**src/fcas_defines.svh**
```systemverilog
// Functional notes
// While a fault is active the output shows the error level, not temperature.
// Thirteen distinct levels in 0..10 V, each mapped to code or code group.
// Codes 104-106, 111-113, 211 alternate at 1 Hz with full scale.
// Start during an alternating error freezes output at the error level.
// Reset key, reset input or power-up clears the active error.
// 101=0.66 V, 102=1.33 V, 103=2.00 V, 307-310=2.66 V, 201-203=3.33 V.
// Code 304 gives a steady 4.00 V.
// Codes in the 900 range give a steady 4.66 V.
// The receiving controller uses tolerance windows wide enough for output error.
// The receiving controller ignores levels seen while the device powers down.
// Alarm contact open for warnings, closes once start is asserted.
// Start promotes a warning to fault: steady output, alarm closed.
// Without fault, output is proportional to temperature, full scale at range maximum.
`ifndef FCAS_DEFINES_SVH
`define FCAS_DEFINES_SVH

// ----------------------------------------
// Output scale: 12-bit DAC code, 4095 = 10 V
// ----------------------------------------
`define FCAS_DAC_W        12
`define FCAS_DAC_FULL     12'hFFF
// Levels rounded down from volts * 409.5, except FCAS_LVL_5V33 at 0x883
`define FCAS_LVL_0V66     12'h10E
`define FCAS_LVL_1V33     12'h220
`define FCAS_LVL_2V00     12'h333
`define FCAS_LVL_2V66     12'h441
`define FCAS_LVL_3V33     12'h553
`define FCAS_LVL_4V00     12'h666
`define FCAS_LVL_4V66     12'h774
`define FCAS_LVL_5V33     12'h883
`define FCAS_LVL_6V00     12'h999
`define FCAS_LVL_6V66     12'hAA7
`define FCAS_LVL_7V33     12'hBB9
`define FCAS_LVL_8V00     12'hCCC
`define FCAS_LVL_8V66     12'hDDA

// ----------------------------------------
// Timing
// ----------------------------------------
`define FCAS_CLK_HZ       100000000
`define FCAS_BLINK_HZ     1
// Half period of 1 Hz blink, in clock cycles
`define FCAS_HALF_CYC     (`FCAS_CLK_HZ / (2 * `FCAS_BLINK_HZ))
`define FCAS_CODE_W       10
`define FCAS_TEMP_W       16

`endif

```
**src/fcas_pkg.sv**
```systemverilog
package fcas_pkg;
	typedef enum logic [1:0] {
		FCAS_IDLE,
		FCAS_WARN,
		FCAS_FAULT
	} fcas_state_t;
endpackage

```
**src/fcas_level_map.sv**
```systemverilog
`timescale 1ns/1ps
`include "fcas_defines.svh"
// Error code to output level and blink class
module fcas_level_map
	import fcas_pkg::*;
(
	// Code in
	input  wire logic [`FCAS_CODE_W-1:0] i_code,
	// Level out
	output logic      [`FCAS_DAC_W-1:0]  o_level,
	output logic                         o_blink
);
	// ----------------------------------------
	// Code decode
	// ----------------------------------------
	// Unlisted codes fall to the controller-fault level so nothing reads as healthy
	always_comb begin
		o_blink = 1'b0;
		o_level = `FCAS_LVL_4V66;
		if (i_code == 10'd101) begin
			o_level = `FCAS_LVL_0V66;
		end else if (i_code == 10'd102) begin
			o_level = `FCAS_LVL_1V33;
		end else if (i_code == 10'd103) begin
			o_level = `FCAS_LVL_2V00;
		end else if (i_code >= 10'd307 && i_code <= 10'd310) begin
			o_level = `FCAS_LVL_2V66;
		end else if (i_code >= 10'd201 && i_code <= 10'd203) begin
			o_level = `FCAS_LVL_3V33;
		end else if (i_code == 10'd304) begin
			o_level = `FCAS_LVL_4V00;
		end else if (i_code >= 10'd900 && i_code <= 10'd999) begin
			o_level = `FCAS_LVL_4V66;
		end else if (i_code >= 10'd104 && i_code <= 10'd106) begin
			o_level = `FCAS_LVL_5V33;
			o_blink = 1'b1;
		end else if (i_code == 10'd211) begin
			o_level = `FCAS_LVL_6V00;
			o_blink = 1'b1;
		end else if (i_code >= 10'd111 && i_code <= 10'd113) begin
			o_level = `FCAS_LVL_6V66;
			o_blink = 1'b1;
		end else if (i_code == 10'd107 || i_code == 10'd108) begin
			o_level = `FCAS_LVL_7V33;
		end else if (i_code == 10'd302 || i_code == 10'd303) begin
			o_level = `FCAS_LVL_8V00;
		end else if (i_code == 10'd801) begin
			o_level = `FCAS_LVL_8V66;
		end
	end
endmodule

```
**src/fcas_signaller.sv**
```systemverilog
`timescale 1ns/1ps
`include "fcas_defines.svh"
// Fault-code signalling on the actual-value analog output
module fcas_signaller
	import fcas_pkg::*;
#(
	parameter int unsigned HALF_CYC = `FCAS_HALF_CYC
)(
	// Clock and reset
	input  wire logic                        i_clk,
	input  wire logic                        i_resetn,
	// Fault source (same clock domain)
	input  wire logic                        i_fault_pulse,
	input  wire logic [`FCAS_CODE_W-1:0]     i_fault_code,
	// Measured temperature and range maximum (same clock domain)
	input  wire logic [`FCAS_TEMP_W-1:0]     i_temp,
	input  wire logic [`FCAS_TEMP_W-1:0]     i_temp_max,
	// Pins from outside
	input  wire logic                        i_start_pin,
	input  wire logic                        i_reset_pin,
	input  wire logic                        i_reset_key,
	// Outputs
	output logic      [`FCAS_DAC_W-1:0]      o_dac,
	output logic                             o_alarm_closed,
	output logic                             o_fault_active
);
	// ----------------------------------------
	// Pin synchronisers
	// ----------------------------------------
	logic [2:0] sync1;
	logic [2:0] sync2;
	always_ff @(posedge i_clk) begin
		if (!i_resetn) begin
			sync1 <= 3'h0;
			sync2 <= 3'h0;
		end else begin
			sync1 <= {i_reset_key, i_reset_pin, i_start_pin};
			sync2 <= sync1;
		end
	end
	logic start_s;
	logic clear_s;
	assign start_s = sync2[0];
	assign clear_s = sync2[1] | sync2[2];

	// ----------------------------------------
	// Latched code and its level
	// ----------------------------------------
	fcas_state_t              state;
	logic [`FCAS_CODE_W-1:0]  code;
	logic [`FCAS_DAC_W-1:0]   map_level;
	logic                     map_blink;

	fcas_level_map u_map (
		.i_code  (code),
		.o_level (map_level),
		.o_blink (map_blink)
	);

	// Code captured with the first fault; later faults do not overwrite it
	always_ff @(posedge i_clk) begin
		if (!i_resetn) begin
			code <= 10'h000;
		end else if (state == FCAS_IDLE && i_fault_pulse && !clear_s) begin
			code <= i_fault_code;
		end
	end

	// ----------------------------------------
	// Fault state machine
	// ----------------------------------------
	// Power-up reset starts in idle, so a power cycle clears the error
	logic new_blink;
	always_comb begin
		new_blink = (i_fault_code >= 10'd104 && i_fault_code <= 10'd106) ||
		            (i_fault_code >= 10'd111 && i_fault_code <= 10'd113) ||
		            (i_fault_code == 10'd211);
	end

	always_ff @(posedge i_clk) begin
		if (!i_resetn) begin
			state <= FCAS_IDLE;
		end else begin
			case (state)
				FCAS_IDLE: begin
					if (i_fault_pulse && !clear_s) begin
						state <= new_blink ? FCAS_WARN : FCAS_FAULT;
					end
				end
				FCAS_WARN: begin
					if (clear_s) begin
						state <= FCAS_IDLE;
					end else if (start_s) begin
						state <= FCAS_FAULT;
					end
				end
				FCAS_FAULT: begin
					if (clear_s) begin
						state <= FCAS_IDLE;
					end
				end
				default: begin
					state <= FCAS_IDLE;
				end
			endcase
		end
	end

	// ----------------------------------------
	// 1 Hz blink timer
	// ----------------------------------------
	// Restarts on each warning so the first half shows the error level
	logic [26:0] blink_cnt;
	logic        blink_hi;
	always_ff @(posedge i_clk) begin
		if (!i_resetn || state != FCAS_WARN) begin
			blink_cnt <= 27'h0;
			blink_hi  <= 1'b0;
		end else if (blink_cnt == 27'(HALF_CYC - 1)) begin
			blink_cnt <= 27'h0;
			blink_hi  <= ~blink_hi;
		end else begin
			blink_cnt <= blink_cnt + 27'h1;
		end
	end

	// ----------------------------------------
	// Temperature scaling
	// ----------------------------------------
	// Division kept combinational; fine for a slow analog output path
	logic [`FCAS_DAC_W-1:0] temp_level;
	logic [27:0]            temp_prod;
	always_comb begin
		temp_prod = 28'(i_temp) * 28'(`FCAS_DAC_FULL);
		if (i_temp_max == 16'h0 || i_temp >= i_temp_max) begin
			temp_level = `FCAS_DAC_FULL;
		end else begin
			temp_level = 12'(temp_prod / 28'(i_temp_max));
		end
	end

	// ----------------------------------------
	// Output registers
	// ----------------------------------------
	always_ff @(posedge i_clk) begin
		if (!i_resetn) begin
			o_dac          <= 12'h000;
			o_alarm_closed <= 1'b0;
			o_fault_active <= 1'b0;
		end else begin
			o_fault_active <= (state != FCAS_IDLE);
			o_alarm_closed <= (state == FCAS_FAULT);
			case (state)
				FCAS_IDLE:  o_dac <= temp_level;
				FCAS_WARN:  o_dac <= blink_hi ? `FCAS_DAC_FULL : map_level;
				FCAS_FAULT: o_dac <= map_level;
				default:    o_dac <= temp_level;
			endcase
		end
	end

	// ----------------------------------------
	// Checks
	// ----------------------------------------
	warn_alarm_open_a: assert property (@(posedge i_clk) disable iff (!i_resetn)
		$past(state) == FCAS_WARN |-> !o_alarm_closed)
		else $error("alarm closed during warning");
	start_freezes_a: assert property (@(posedge i_clk) disable iff (!i_resetn)
		state == FCAS_WARN && start_s && !clear_s |=> state == FCAS_FAULT)
		else $error("start did not freeze warning");
	fault_level_a: assert property (@(posedge i_clk) disable iff (!i_resetn)
		state == FCAS_FAULT && $stable(code) |=> o_dac == $past(map_level))
		else $error("fault output not error level");
	clear_idle_a: assert property (@(posedge i_clk) disable iff (!i_resetn)
		clear_s |=> state == FCAS_IDLE)
		else $error("clear did not return to idle");
	blink_toggle_a: assert property (@(posedge i_clk) disable iff (!i_resetn)
		state == FCAS_WARN && blink_cnt == 27'(HALF_CYC - 1) && !clear_s && !start_s
		|=> blink_hi != $past(blink_hi))
		else $error("blink did not toggle");
	blink_full_a: assert property (@(posedge i_clk) disable iff (!i_resetn)
		state == FCAS_WARN && blink_hi |=> o_dac == `FCAS_DAC_FULL)
		else $error("blink high not full scale");
	lvl_304_a: assert property (@(posedge i_clk) disable iff (!i_resetn)
		code == 10'd304 |-> map_level == `FCAS_LVL_4V00)
		else $error("304 level wrong");
	lvl_900_a: assert property (@(posedge i_clk) disable iff (!i_resetn)
		code == 10'd901 |-> map_level == `FCAS_LVL_4V66 && !map_blink)
		else $error("900 range level wrong");
	lvl_101_a: assert property (@(posedge i_clk) disable iff (!i_resetn)
		code == 10'd101 |-> map_level == `FCAS_LVL_0V66)
		else $error("101 level wrong");
	// First edge after reset still shows the reset value, so it is skipped
	idle_temp_a: assert property (@(posedge i_clk) disable iff (!i_resetn)
		$past(i_resetn) && state == FCAS_IDLE && $past(state) == FCAS_IDLE
		&& $stable(i_temp) && $stable(i_temp_max) |-> o_dac == $past(temp_level))
		else $error("idle output not temperature");
	// Latched fault raises the flag one edge later
	active_flag_a: assert property (@(posedge i_clk) disable iff (!i_resetn)
		state != FCAS_IDLE |=> o_fault_active)
		else $error("fault flag not raised");
	// Level source must not drift while an error is shown
	code_hold_a: assert property (@(posedge i_clk) disable iff (!i_resetn)
		state != FCAS_IDLE |=> $stable(code))
		else $error("latched code changed");
	// Alarm and freeze follow the promoted state
	fault_alarm_a: assert property (@(posedge i_clk) disable iff (!i_resetn)
		state == FCAS_FAULT |=> o_alarm_closed)
		else $error("alarm open during fault");
	fault_hold_a: assert property (@(posedge i_clk) disable iff (!i_resetn)
		state == FCAS_FAULT && !clear_s |=> state == FCAS_FAULT)
		else $error("fault left without clear");
	// Low phase of the blink shows the error level itself
	warn_level_a: assert property (@(posedge i_clk) disable iff (!i_resetn)
		state == FCAS_WARN && !blink_hi |=> o_dac == $past(map_level))
		else $error("warning low phase not error level");
	// Blink timer never runs past a half period
	blink_range_a: assert property (@(posedge i_clk) disable iff (!i_resetn)
		blink_cnt < 27'(HALF_CYC))
		else $error("blink counter past half period");
	// Idle is left only by a taken fault
	idle_no_fault_a: assert property (@(posedge i_clk) disable iff (!i_resetn)
		state == FCAS_IDLE && !i_fault_pulse |=> state == FCAS_IDLE)
		else $error("idle left without fault");
endmodule

```
**config.mk**
```make
export PLATFORM = sky130hd
export DESIGN_NAME = fcas_signaller
export DESIGN_NICKNAME = d
export VERILOG_FILES = /design/src/fcas_pkg.sv /design/src/fcas_level_map.sv /design/src/fcas_signaller.sv
export VERILOG_INCLUDE_DIRS = /design/src
export SDC_FILE = /design/constraint.sdc
export NUM_CORES = 1
export LEC_CHECK = 0
export ABC_AREA = 1
export BUFFER_PORTS_ARGS = -buffer_cell sky130_fd_sc_hd__buf_2
export CAP_MARGIN = 20
export CORE_AREA = 3 3 217 219
export CTS_BUF_LIST = sky130_fd_sc_hd__clkbuf_2
export DETAILED_ROUTE_END_ITERATION = 12
export DIE_AREA = 0 0 220 222
export PLACE_DENSITY_LB_ADDON = 0.05
export RECOVER_POWER = 25
export SLEW_MARGIN = 10
export SYNTH_ARGS = -nofsm -noshare
export SYNTH_HDL_FRONTEND = slang
export SYNTH_SLANG_ARGS = --single-unit
```
**constraint.sdc**
```tcl
create_clock -name i_clk -period 80.9 [get_ports i_clk]
set_input_delay 0 -clock i_clk [delete_from_list [all_inputs] [get_ports i_clk]]
set_output_delay 0 -clock i_clk [all_outputs]
set_load 0.01 [all_outputs]
```
==> results of run 1 <==
-- worst min-delay path, stage by stage --
cell and delay [ps]:
buf_2 100, nand2_1 70, a221o_1 200, nor2_1 70
nand3_1 60, a21oi_1 50
-- flip-flops by register name, summed over array words and instances (netlist names) --
signal          count
sync1               3
o_alarm_closed      1
blink_cnt          27
o_fault_active      1
blink_hi            1
state               2
code               10
o_dac              12
sync2               3
-- cell type report --
cell class	count	area (sq um)
multi-input combinational	3018	21000
fill	4520	18500
inverter	678	2600
sequential	60	1200
timing repair buffer	169	1180
tap	600	751
clock buffer	9	45.0
clock inverter	6	32.5
timing repair inverter	3	16.3
antenna	1	2.50
-- worst paths after layout --
| path | start | to | slack, ps | depth (start not counted) |
|---|---|---|---|---|
| setup / recovery | i_temp[13] | o_dac[0] | 7660 | 547 |
| hold reg to reg | sync1[0] | sync2[0] | 430 | 2 |
| hold / removal | i_fault_pulse | state[0] | 90 | 6 |
| setup reg to reg | blink_cnt[2] | blink_cnt[25] | 77790 | 17 |
-- kinds of logic (layout without fill, tap and decap cells) --
kind of cell             count (synthesis)  after routing  share of synthesized area, %
flip-flops                              60             60                          4.85
AO/OA/AOI/OAI                          721            721                          16.9
buffers and inverters                  735            865                          11.7
XOR/XNOR                               258            258                          9.16
AND/OR/NAND/NOR                       1534           1535                          29.0
other                                    0              1                             0
multiplexers                             1              1                        0.0404
adder cells (fa/ha/maj)                503            503                          28.3
-- per-layer routing --
| layer | vias to the layer above | GRT usage, % | wire length, microns |
|---|---|---|---|
| met5 | - | 0 | 0 |
| met4 | 0 | 4.99 | 1230 |
| met3 | 68 | 1.32 | 1070 |
| met2 | 225 | 45.0 | 29800 |
| met1 | 10500 | 30.7 | 27600 |
| li1 | 12700 | - | - |
-- repair_timing --
action | in CTS | in global routing
endpoints found under the hold margin | 19 | 0
resized for setup | 0 | 107
endpoints found under the setup margin | 0 | 3
hold buffers | 27 | 0
buffers inserted | 0 | 42
-- cells in the mapped netlist, types with 4 or more instances --
library cell	instances	area [sq um]
a211oi_1	6	45.0
a21o_1	44	330
a21oi_1	243	1220
a21oi_2	18	158
a31oi_1	11	68.8
buf_2	4	20.0
buf_4	5	37.5
buf_6	11	124
clkbuf_1	34	128
clkinv_1	6	22.5
dfxtp_1	60	1200
fa_1	94	1880
ha_1	409	5120
inv_1	615	2310
inv_2	49	184
nand2_1	817	3070
nand2_2	66	413
nand2_4	18	203
nand3_1	171	856
nand3_2	29	290
nand3_4	7	123
nand3b_1	15	113
nand4_1	49	307
nor2_1	221	830
nor2_2	26	163
nor2_4	9	101
nor3_1	42	210
nor3b_1	4	30.0
nor4_1	9	56.3
o2111ai_1	4	35.0
o21a_1	12	90.1
o21ai_0	256	1280
o21ai_1	40	200
o21ai_2	11	96.3
o21bai_1	35	263
o31ai_1	15	113
or2_1	5	31.3
or2_2	27	169
xnor2_1	100	876
xor2_1	157	1380
-- per-stage QoR --
step | util (%) | TNS (ps)
2_1_floorplan | - | 0
3_3_place_gp | 56.9 | 0
3_5_place_dp | 56.9 | 0
4_1_cts | 57.7 | 0
5_1_grt | 59.2 | -387
6_report | 59.2 | 0
==> reports/qor.csv, run 1 <==
stage;metric;value;unit
synthesis;synth_edf_count;0;
layout;finalNonFillerCells;4544;
run;cap_violations;0;
layout;synthToLayoutAreaGrowth;8.29;%
grt;grt_pass1_vias;21800;
clock_tree;h-tree-depth;3;
layout;layout_common_cells;nand2_1 (814), inv_1 (609), ha_1 (409);
grt;grt_max_degree;28;
timing;max_clock_freq;0.0137;GHz
grt;grtUsageTotal;24.2;%
synthesis;synthesis.nets;4363;
die;die_w;220;microns
synthesis;netlist_instances;3812;
grt;antenna_found_initial;1;
grt;grt_pass1_wl;101000;microns
clock_tree;clock-root-buffer;clkbuf_2;
clock_tree;clkSlewWorstSetupHoldPaths;180;ps
synthesis;synth_cell_types;73;
setup_path;required;81270;ps
setup_path;worstPathMaxFanout;19;
status;outcome;finished clean;
detailed_routing;viasPerCell;5.16;
timing;relSlewSlack;39.0;%
timing;slew_viol_final;0;
clock_tree;tritoncts;done;
synthesis;ys_seq_area_share;4.85;%
die;die_y;222;microns
detailed_routing;num_vias;23500;
timing;clock_skew;33.2;ps
min_path;min_path_type;input port to flip-flop;
synthesis;async_flop_share;0;%
setup_path;timing.critical_path.buf_inv;113;
timing;hold_viol;0;
setup_path;critPathLaunchType;input port;
placement;dpl.hpwl;49100;microns
die;num_rows;78;
placement;placed_area;0.0258;sq mm
layout;drive_above_1_share;12.9;%
synthesis;avgSynthCellArea;6.49;sq um
detailed_routing;wl;59800;microns
detailed_routing;drtPass1Iterations;5;
detailed_routing;drtIter0Drc;1055;
timing;setup-violations-final;0;
die;coreArea;0.0453;sq mm
synthesis;syn_area;0.0248;sq mm
placement;portBuffers;61;
timing;hold_slack;91.4;ps
grt;overflow;0;
setup_path;cpMostUsedCell;nand2_1;
clock_tree;clkLatencyLatePin;500;ps
placement;gp_congestion;0.900;
setup_path;cp.arrival;73620;ps
layout;layout_commonest_cell;nand2_1;
setup_path;crit_family;compound AO/OA/AOI/OAI gates;
synthesis;yosysWarnings;0;
timing;finalCritPeriodShare;90.5;%
detailed_routing;wl_per_cell;13.2;microns
clock_tree;clockBufferDepth;2;
synthesis;ys_ff_latch;60;
layout;design_area;0.0268;sq mm
setup_path;crit_path_end_kind;flip-flop;
synthesis;synthFlopType;dfxtp_1;
setup_path;slowest_stage;fa_2;
die;ios;62;
clock_tree;cts_sinks;60;
setup_path;slowest_delay;610;ps
placement;dp_slack;1590;ps
layout;finalNetCount;4490;
die;start_util;54.7;%
clock_tree;cts_made_buffers;9;
setup_path;setup.worst_path.class;input port to flip-flop;
timing;worst_slack;7660;ps
detailed_routing;final_antenna_net_count;0;
timing;worst_slew_pin_slew;908;ps
timing;layout_min_cycle_time;73240;ps
detailed_routing;post-route-drc-count;0;
die;die_area;0.0488;sq mm
placement;placedCellCount;4455;
Power of run 1 is left out: the tool's default activity adds up to more than one toggle a clock period on the data nets, which glitch-free logic cannot reach.
==> run 2, diff against run 1 <==
Settings changed: CORE_AREA 3 3 217 219 to 3 3 219 221, DIE_AREA 0 0 220 222 to 0 0 222 224, MAX_ROUTING_LAYER from default to met4, SYNTH_HIERARCHICAL from default to 1.
==> reports/qor.csv, run 2 <==
stage;metric;value;unit;change
detailed_routing;drtIter0Drc;1252;;+19%
placement;gp_congestion;0.906;;+0.71%
die;start_util;54.7;%;about the same
synthesis;ys_seq_area_share;4.74;%;-0.11 points
synthesis;netlist_instances;4053;;+6.3%
layout;layout_commonest_cell;nand2_1;;
layout;layout_common_cells;nand2_1 (932), inv_1 (696), ha_1 (409);;
clock_tree;clockBufferDepth;2;;unchanged
layout;finalNetCount;4762;;+6.1%
min_path;hold_depth;2;;-4
grt;overflow;0;;unchanged
grt;grt_pass1_wl;106000;microns;+5.1%
timing;hold_viol;0;;unchanged
setup_path;ff2ff_path_depth;15;;-2
detailed_routing;wl_met1;30800;microns;+12%
clock_tree;clkLatencyLatePin;510;ps;about the same
layout;finalNonFillerCells;4824;;+6.2%
die;num_rows;79;;+1.3%
detailed_routing;wl_met3;1520;microns;+42%
synthesis;yosysWarnings;6;;+6
layout;top_register;blink_cnt;;
detailed_routing;final_antenna_net_count;0;;unchanged
detailed_routing;dr.max_layer_used;met4;;
synthesis;synth_top_area_share;20.2;%;-0.48 points
setup_path;required;81290;ps;+20 ps
synthesis;synthesis.nets;4604;;+5.5%
placement;portBuffers;61;;unchanged
setup_path;setup.worst_path.class;input port to flip-flop;;
detailed_routing;viasPerCell;5.19;;+0.49%
synthesis;syn_area;0.0253;sq mm;+2.4%
timing;layout_min_cycle_time;73420;ps;+177 ps
die;coreArea;0.0464;sq mm;+2.4%
setup_path;slowest_stage;fa_1;;
layout;fillers;4710;;+4.2%
status;outcome;finished clean;;
layout;design_area;0.0279;sq mm;+4.1%
placement;placed_area;0.0263;sq mm;+2.2%
timing;relSlewSlack;27.5;%;-12 points
die;die_y;224;microns;+0.90%
detailed_routing;wl;64000;microns;+7.2%
grt;antenna_found_initial;1;;unchanged
timing;max_clock_freq;0.0136;GHz;-0.24%
placement;dpl.hpwl;51500;microns;+5.0%
layout;synthToLayoutAreaGrowth;10.1;%;
synthesis;synth_top_area_cell;ha_1;;
synthesis;synthFlopType;dfxtp_1;;
clock_tree;clkSlewWorstSetupHoldPaths;190;ps;about the same
die;die_w;222;microns;+0.91%
die;ios;62;;unchanged
run;cap_violations;0;;unchanged
synthesis;synth_area_leaders;ha_1 (20%), nand2_1 (14%), inv_1 (10%);;
timing;slew_viol_final;0;;unchanged
synthesis;synth.most_common_cell;nand2_1;;
synthesis;synth_edf_count;0;;unchanged
layout;fin_util;60.2;%;+1.0 points
setup_path;worstPathMaxFanout;23;;+4
clock_tree;tritoncts;done;;
timing;worst_slew_pin_slew;1080;ps;+172 ps
grt;grtUsageTotal;25.5;%;+1.3 points
setup_path;crit_path_end_kind;flip-flop;;
setup_path;slowest_delay;620;ps;about the same
layout;largest_reg_flops;27;;unchanged
grt;grt_max_degree;46;;+64%
detailed_routing;drtPass1Iterations;7;;+2
synthesis;synth_cell_types;63;;-14%
timing;clock_skew;28.3;ps;-4.86 ps
layout;largestRegisters;blink_cnt: 27 flops, o_dac: 12 flops, code: 10 flops;;
clock_tree;cts_made_buffers;9;;unchanged
synthesis;async_flop_share;0;%;unchanged
detailed_routing;post-route-drc-count;0;;unchanged
setup_path;cpMostUsedCell;inv_1;;
min_path;min_path_type;flip-flop to flip-flop;;
grt;grt_pass1_vias;22600;;+4.0%
clock_tree;cts_sinks;60;;unchanged
detailed_routing;wl_per_cell;13.3;microns;+0.94%
clock_tree;h-tree-depth;3;;unchanged
clock_tree;clock-root-buffer;clkbuf_2;;
layout;drive_above_1_share;11.2;%;-1.7 points
detailed_routing;num_vias;25000;;+6.7%
die;die_area;0.0497;sq mm;+1.8%
detailed_routing;met2_wirelength;30500;microns;+2.2%
synthesis;ys_ff_latch;60;;unchanged
setup_path;critPathLaunchType;input port;;
placement;dp_slack;-1580;ps;-3170 ps
placement;placedCellCount;4693;;+5.3%
synthesis;avgSynthCellArea;6.25;sq um;-3.7%
timing;finalCritPeriodShare;90.8;%;+0.22 points
setup_path;cp.arrival;73810;ps;+190 ps
timing;setup-violations-final;0;;unchanged
synthesis;synth_commonest_cells;nand2_1 (937), inv_1 (702), ha_1 (409);;
timing;worst_slack;7480;ps;-177 ps
[run 2: cell types whose count changed after synthesis, sizes merged, moves of 6 or more]
cell	change
nand3	+29
nor2	+54
nand4	+12
o21ai	-7
inv	+60
a21o	-10
o211ai	+10
xnor2	-6
xor2	+9
nand2	+76
a21oi	+27
nor3	-10
[run 2: layer usage]
| layer | global-route usage [%] | vias up |
|---|---|---|
| met3 | 1.47 | 60 |
| met2 | 44.6 | 299 |
| met4 | 4.97 | 0 |
| li1 | - | 13500 |
| met1 | 33.0 | 11200 |
| met5 | - | - |
[run 2: critical path, delay by kind of cell]
kind	cells	cell delay (ps)
simple gates	169	18140
fa+ha+maj	34	11890
xor+xnor	1	130
buf+inv	113	9240
compound gates	219	34260
[run 2: worst paths after layout]
| check | startpoint | endpoint | slack [ps] |
|---|---|---|---|
| worst max-delay path | i_temp[8] | o_dac[0] | 7480 |
| worst min-delay path | sync1[1] | sync2[1] | 440 |
| worst max register to register | blink_cnt[0] | blink_cnt[26] | 78340 |
| worst min register to register | sync1[1] | sync2[1] | 440 |
[run 2: timing repair]
action,CTS,global route
pin swaps,1,32
endpoints found under the setup margin,1,4
hold buffers,28,0
gates cloned,1,6
buffers inserted,0,79
gates resized for setup,12,149
endpoints found under the hold margin,26,0
[run 2: through the flow]
stage / TNS, ps / hold slack (ps)
after floorplan: 0 / 97.6
after global placement: -559 / 188
after detailed placement: -1580 / 186
after CTS: 0 / 386
after global routing: -764 / 445
final: 0 / 435
[run 2: kinds of logic (layout without fill, tap and decap cells)]
group,after synthesis,count (layout),synth area share (%)
compound gates,737,737,16.3
xor+xnor,261,261,9.02
fa+ha+maj,503,503,27.6
buf+inv,792,949,12.1
flops,60,60,4.74
other cells,0,1,0
simple gates,1700,1706,30.2
[run 2: final cells by class]
type | instances | area (sq um) | area share, %
Antenna cell | 1 | 2.50 | 0.00896
Sequential cell | 60 | 1200 | 4.30
Timing Repair inverter | 1 | 5.00 | 0.0179
Multi-Input combinational cell | 3207 | 21700 | 77.6
Tap cell | 607 | 759 | 2.72
Clock inverter | 6 | 63.8 | 0.229
Timing Repair Buffer | 195 | 1380 | 4.96
Clock buffer | 10 | 50.0 | 0.179
Inverter | 737 | 2800 | 10.0
Power of run 2 is left out for the same reason.
==> run 3, diff against run 2 <==
--- a/config.mk
+++ b/config.mk
@@ -7,11 +7,10 @@
 export NUM_CORES = 1
 export LEC_CHECK = 0
-export ABC_AREA = 1
 export BUFFER_PORTS_ARGS = -buffer_cell sky130_fd_sc_hd__buf_2
 export CAP_MARGIN = 20
-export CORE_AREA = 3 3 219 221
+export CORE_AREA = 10 10 223 225
 export CTS_BUF_LIST = sky130_fd_sc_hd__clkbuf_2
 export DETAILED_ROUTE_END_ITERATION = 12
-export DIE_AREA = 0 0 222 224
+export DIE_AREA = 0 0 233 235
 export MAX_ROUTING_LAYER = met4
 export PLACE_DENSITY_LB_ADDON = 0.05
==> constraint.sdc (replaced) <==
create_clock -name i_clk -period 80.9 [get_ports i_clk]
set_input_delay 0 -clock i_clk [delete_from_list [all_inputs] [get_ports i_clk]]
set_output_delay 0 -clock i_clk [all_outputs]
set_load 0.02 [all_outputs]
==> reports/qor.csv, run 3 <==
stage;metric;value;unit;change
status;outcome;finished clean;;
clock_tree;clockBufferDepth;2;;unchanged
timing;relSlewSlack;4.54;%;-23 points
die;die_w;233;microns;+5.0%
die;ios;62;;unchanged
clock_tree;cts_sinks;60;;unchanged
clock_tree;h-tree-depth;3;;unchanged
detailed_routing;final_antenna_net_count;0;;unchanged
timing;worst_slew_pin_slew;1430;ps;+353 ps
layout;finalNonFillerCells;3980;;-17%
setup_path;crit_path_end_kind;flip-flop;;
placement;gp_congestion;0.965;;+6.5%
timing;finalCritPeriodShare;93.2;%;+2.5 points
layout;largest_reg_flops;27;;unchanged
layout;largestRegisters;blink_cnt: 27 flops, o_dac: 12 flops, code: 10 flops;;
layout;fillers;4261;;-9.5%
timing;max_clock_freq;0.0133;GHz;-2.6%
die;coreArea;0.0451;sq mm;-2.7%
layout;top_register;blink_cnt;;
detailed_routing;num_vias;25100;;+0.22%
clock_tree;clkSlewWorstSetupHoldPaths;220;ps;+30 ps
placement;placed_area;0.0255;sq mm;-3.1%
die;start_util;54.5;%;-0.21 points
die;die_area;0.0548;sq mm;+10%
timing;layout_min_cycle_time;75410;ps;+1990 ps
synthesis;synthesis.nets;3852;;-16%
detailed_routing;drtPass1Iterations;6;;-1
grt;grt_pass1_wl;123000;microns;+17%
setup_path;setup.worst_path.class;input port to flip-flop;;
detailed_routing;drtIter0Drc;2125;;+70%
layout;layout_commonest_cell;ha_1;;
placement;placedCellCount;3914;;-17%
setup_path;worstPathMaxFanout;34;;+48%
clock_tree;clkLatencyLatePin;560;ps;+50 ps
setup_path;slowest_stage;or4b_1;;
placement;dpl.hpwl;62100;microns;+21%
setup_path;critPathLaunchType;input port;;
detailed_routing;viasPerCell;6.30;;+21%
clock_tree;clock-root-buffer;clkbuf_2;;
clock_tree;tritoncts;done;;
detailed_routing;wl;77800;microns;+21%
placement;dp_slack;-946;ps;+638 ps
die;die_y;235;microns;+4.9%
layout;multi_input_area;0.0226;sq mm;+4.3%
detailed_routing;post-route-drc-count;0;;unchanged
run;cap_violations;0;;unchanged
synthesis;avgSynthCellArea;7.44;sq um;+19%
timing;setup-violations-final;0;;unchanged
setup_path;cp.arrival;75900;ps;+2090 ps
timing;worst_slack;5490;ps;-1990 ps
timing;hold_viol;0;;unchanged
layout;area.sequential;0.00120;sq mm;unchanged
synthesis;yosysWarnings;6;;unchanged
layout;drive_above_1_share;9.36;%;-1.9 points
layout;synthToLayoutAreaGrowth;7.75;%;
setup_path;required;81390;ps;+100 ps
grt;grt_max_degree;35;;-24%
grt;grtUsageTotal;27.7;%;+2.2 points
layout;design_area;0.0265;sq mm;-5.2%
setup_path;cpMostUsedCell;o21a_1;;
grt;grt_pass1_vias;24400;;+7.7%
min_path;min_path_type;input port to flip-flop;;
synthesis;netlist_instances;3301;;-19%
layout;layout_common_cells;ha_1 (409), nor2_1 (318), nand2_1 (254);;
synthesis;syn_area;0.0246;sq mm;-3.1%
setup_path;slowest_delay;640;ps;+20 ps
timing;slew_viol_final;0;;unchanged
clock_tree;cts_made_buffers;9;;unchanged
timing;clock_skew;41.5;ps;+13.2 ps
layout;finalNetCount;3924;;-18%
grt;overflow;0;;unchanged
detailed_routing;wl_per_cell;19.5;microns;+47%
die;num_rows;78;;-1.3%
placement;portBuffers;61;;unchanged
grt;antenna_found_initial;3;;+2
## run 3: worst paths after layout
kind                                   from       end  slack (ps)  cells after the start
worst max-delay path              i_temp[8]  o_dac[0]        5490                    351
worst min-delay path            i_start_pin  sync1[0]         260                      3
worst max register to register     state[0]  o_dac[0]       77700                     11
worst min register to register     sync1[2]  sync2[2]         470                      1
## run 3: layout make-up
cell class | count | share of cell area (%)
well taps | 600 | 2.84
multi-input cells | 2943 | 85.3
diodes | 3 | 0.0284
inverters | 222 | 3.15
repair buffers | 137 | 3.64
flip-flops and latches | 60 | 4.54
clock inverters | 6 | 0.303
clock buffers | 9 | 0.170
## run 3: through the flow
stage	TNS (ps)	hold WS (ps)	utilization [%]
finish	0	263	58.7
global route	-247	235	58.7
CTS	0	203	57.6
detailed placement	-946	222	56.6
global placement	0	216	56.6
floorplan	0	127	-
## run 3: timing repair
action                                  4_1_cts  5_1_grt
buffers inserted                              0       13
gates resized for setup                       4       87
hold buffers                                 33        0
endpoints found under the hold margin        29        0
pin swaps                                     0        5
gates cloned                                  0        1
endpoints found under the setup margin        1        3
## run 3: layer usage
layer	track usage, %	wire length [microns]	up-vias	part of all wire (%)
li1	-	-	12300	-
met5	-	0	-	0
met4	8.48	2400	0	3.1
met2	44.4	35400	821	46
met1	35.8	35200	11800	45
met3	3.46	4790	146	6.2
## run 3: critical path, delay by kind of cell
kind,cells,cell delay [ps]
buffers and inverters,18,2700
adders and majority gates,34,12010
AOI/OAI and AO/OA,212,44620
and+or+nand+nor,82,14700
muxes,4,1570
xor gates and xnor gates,1,120
Power of run 3 is left out for the same reason.
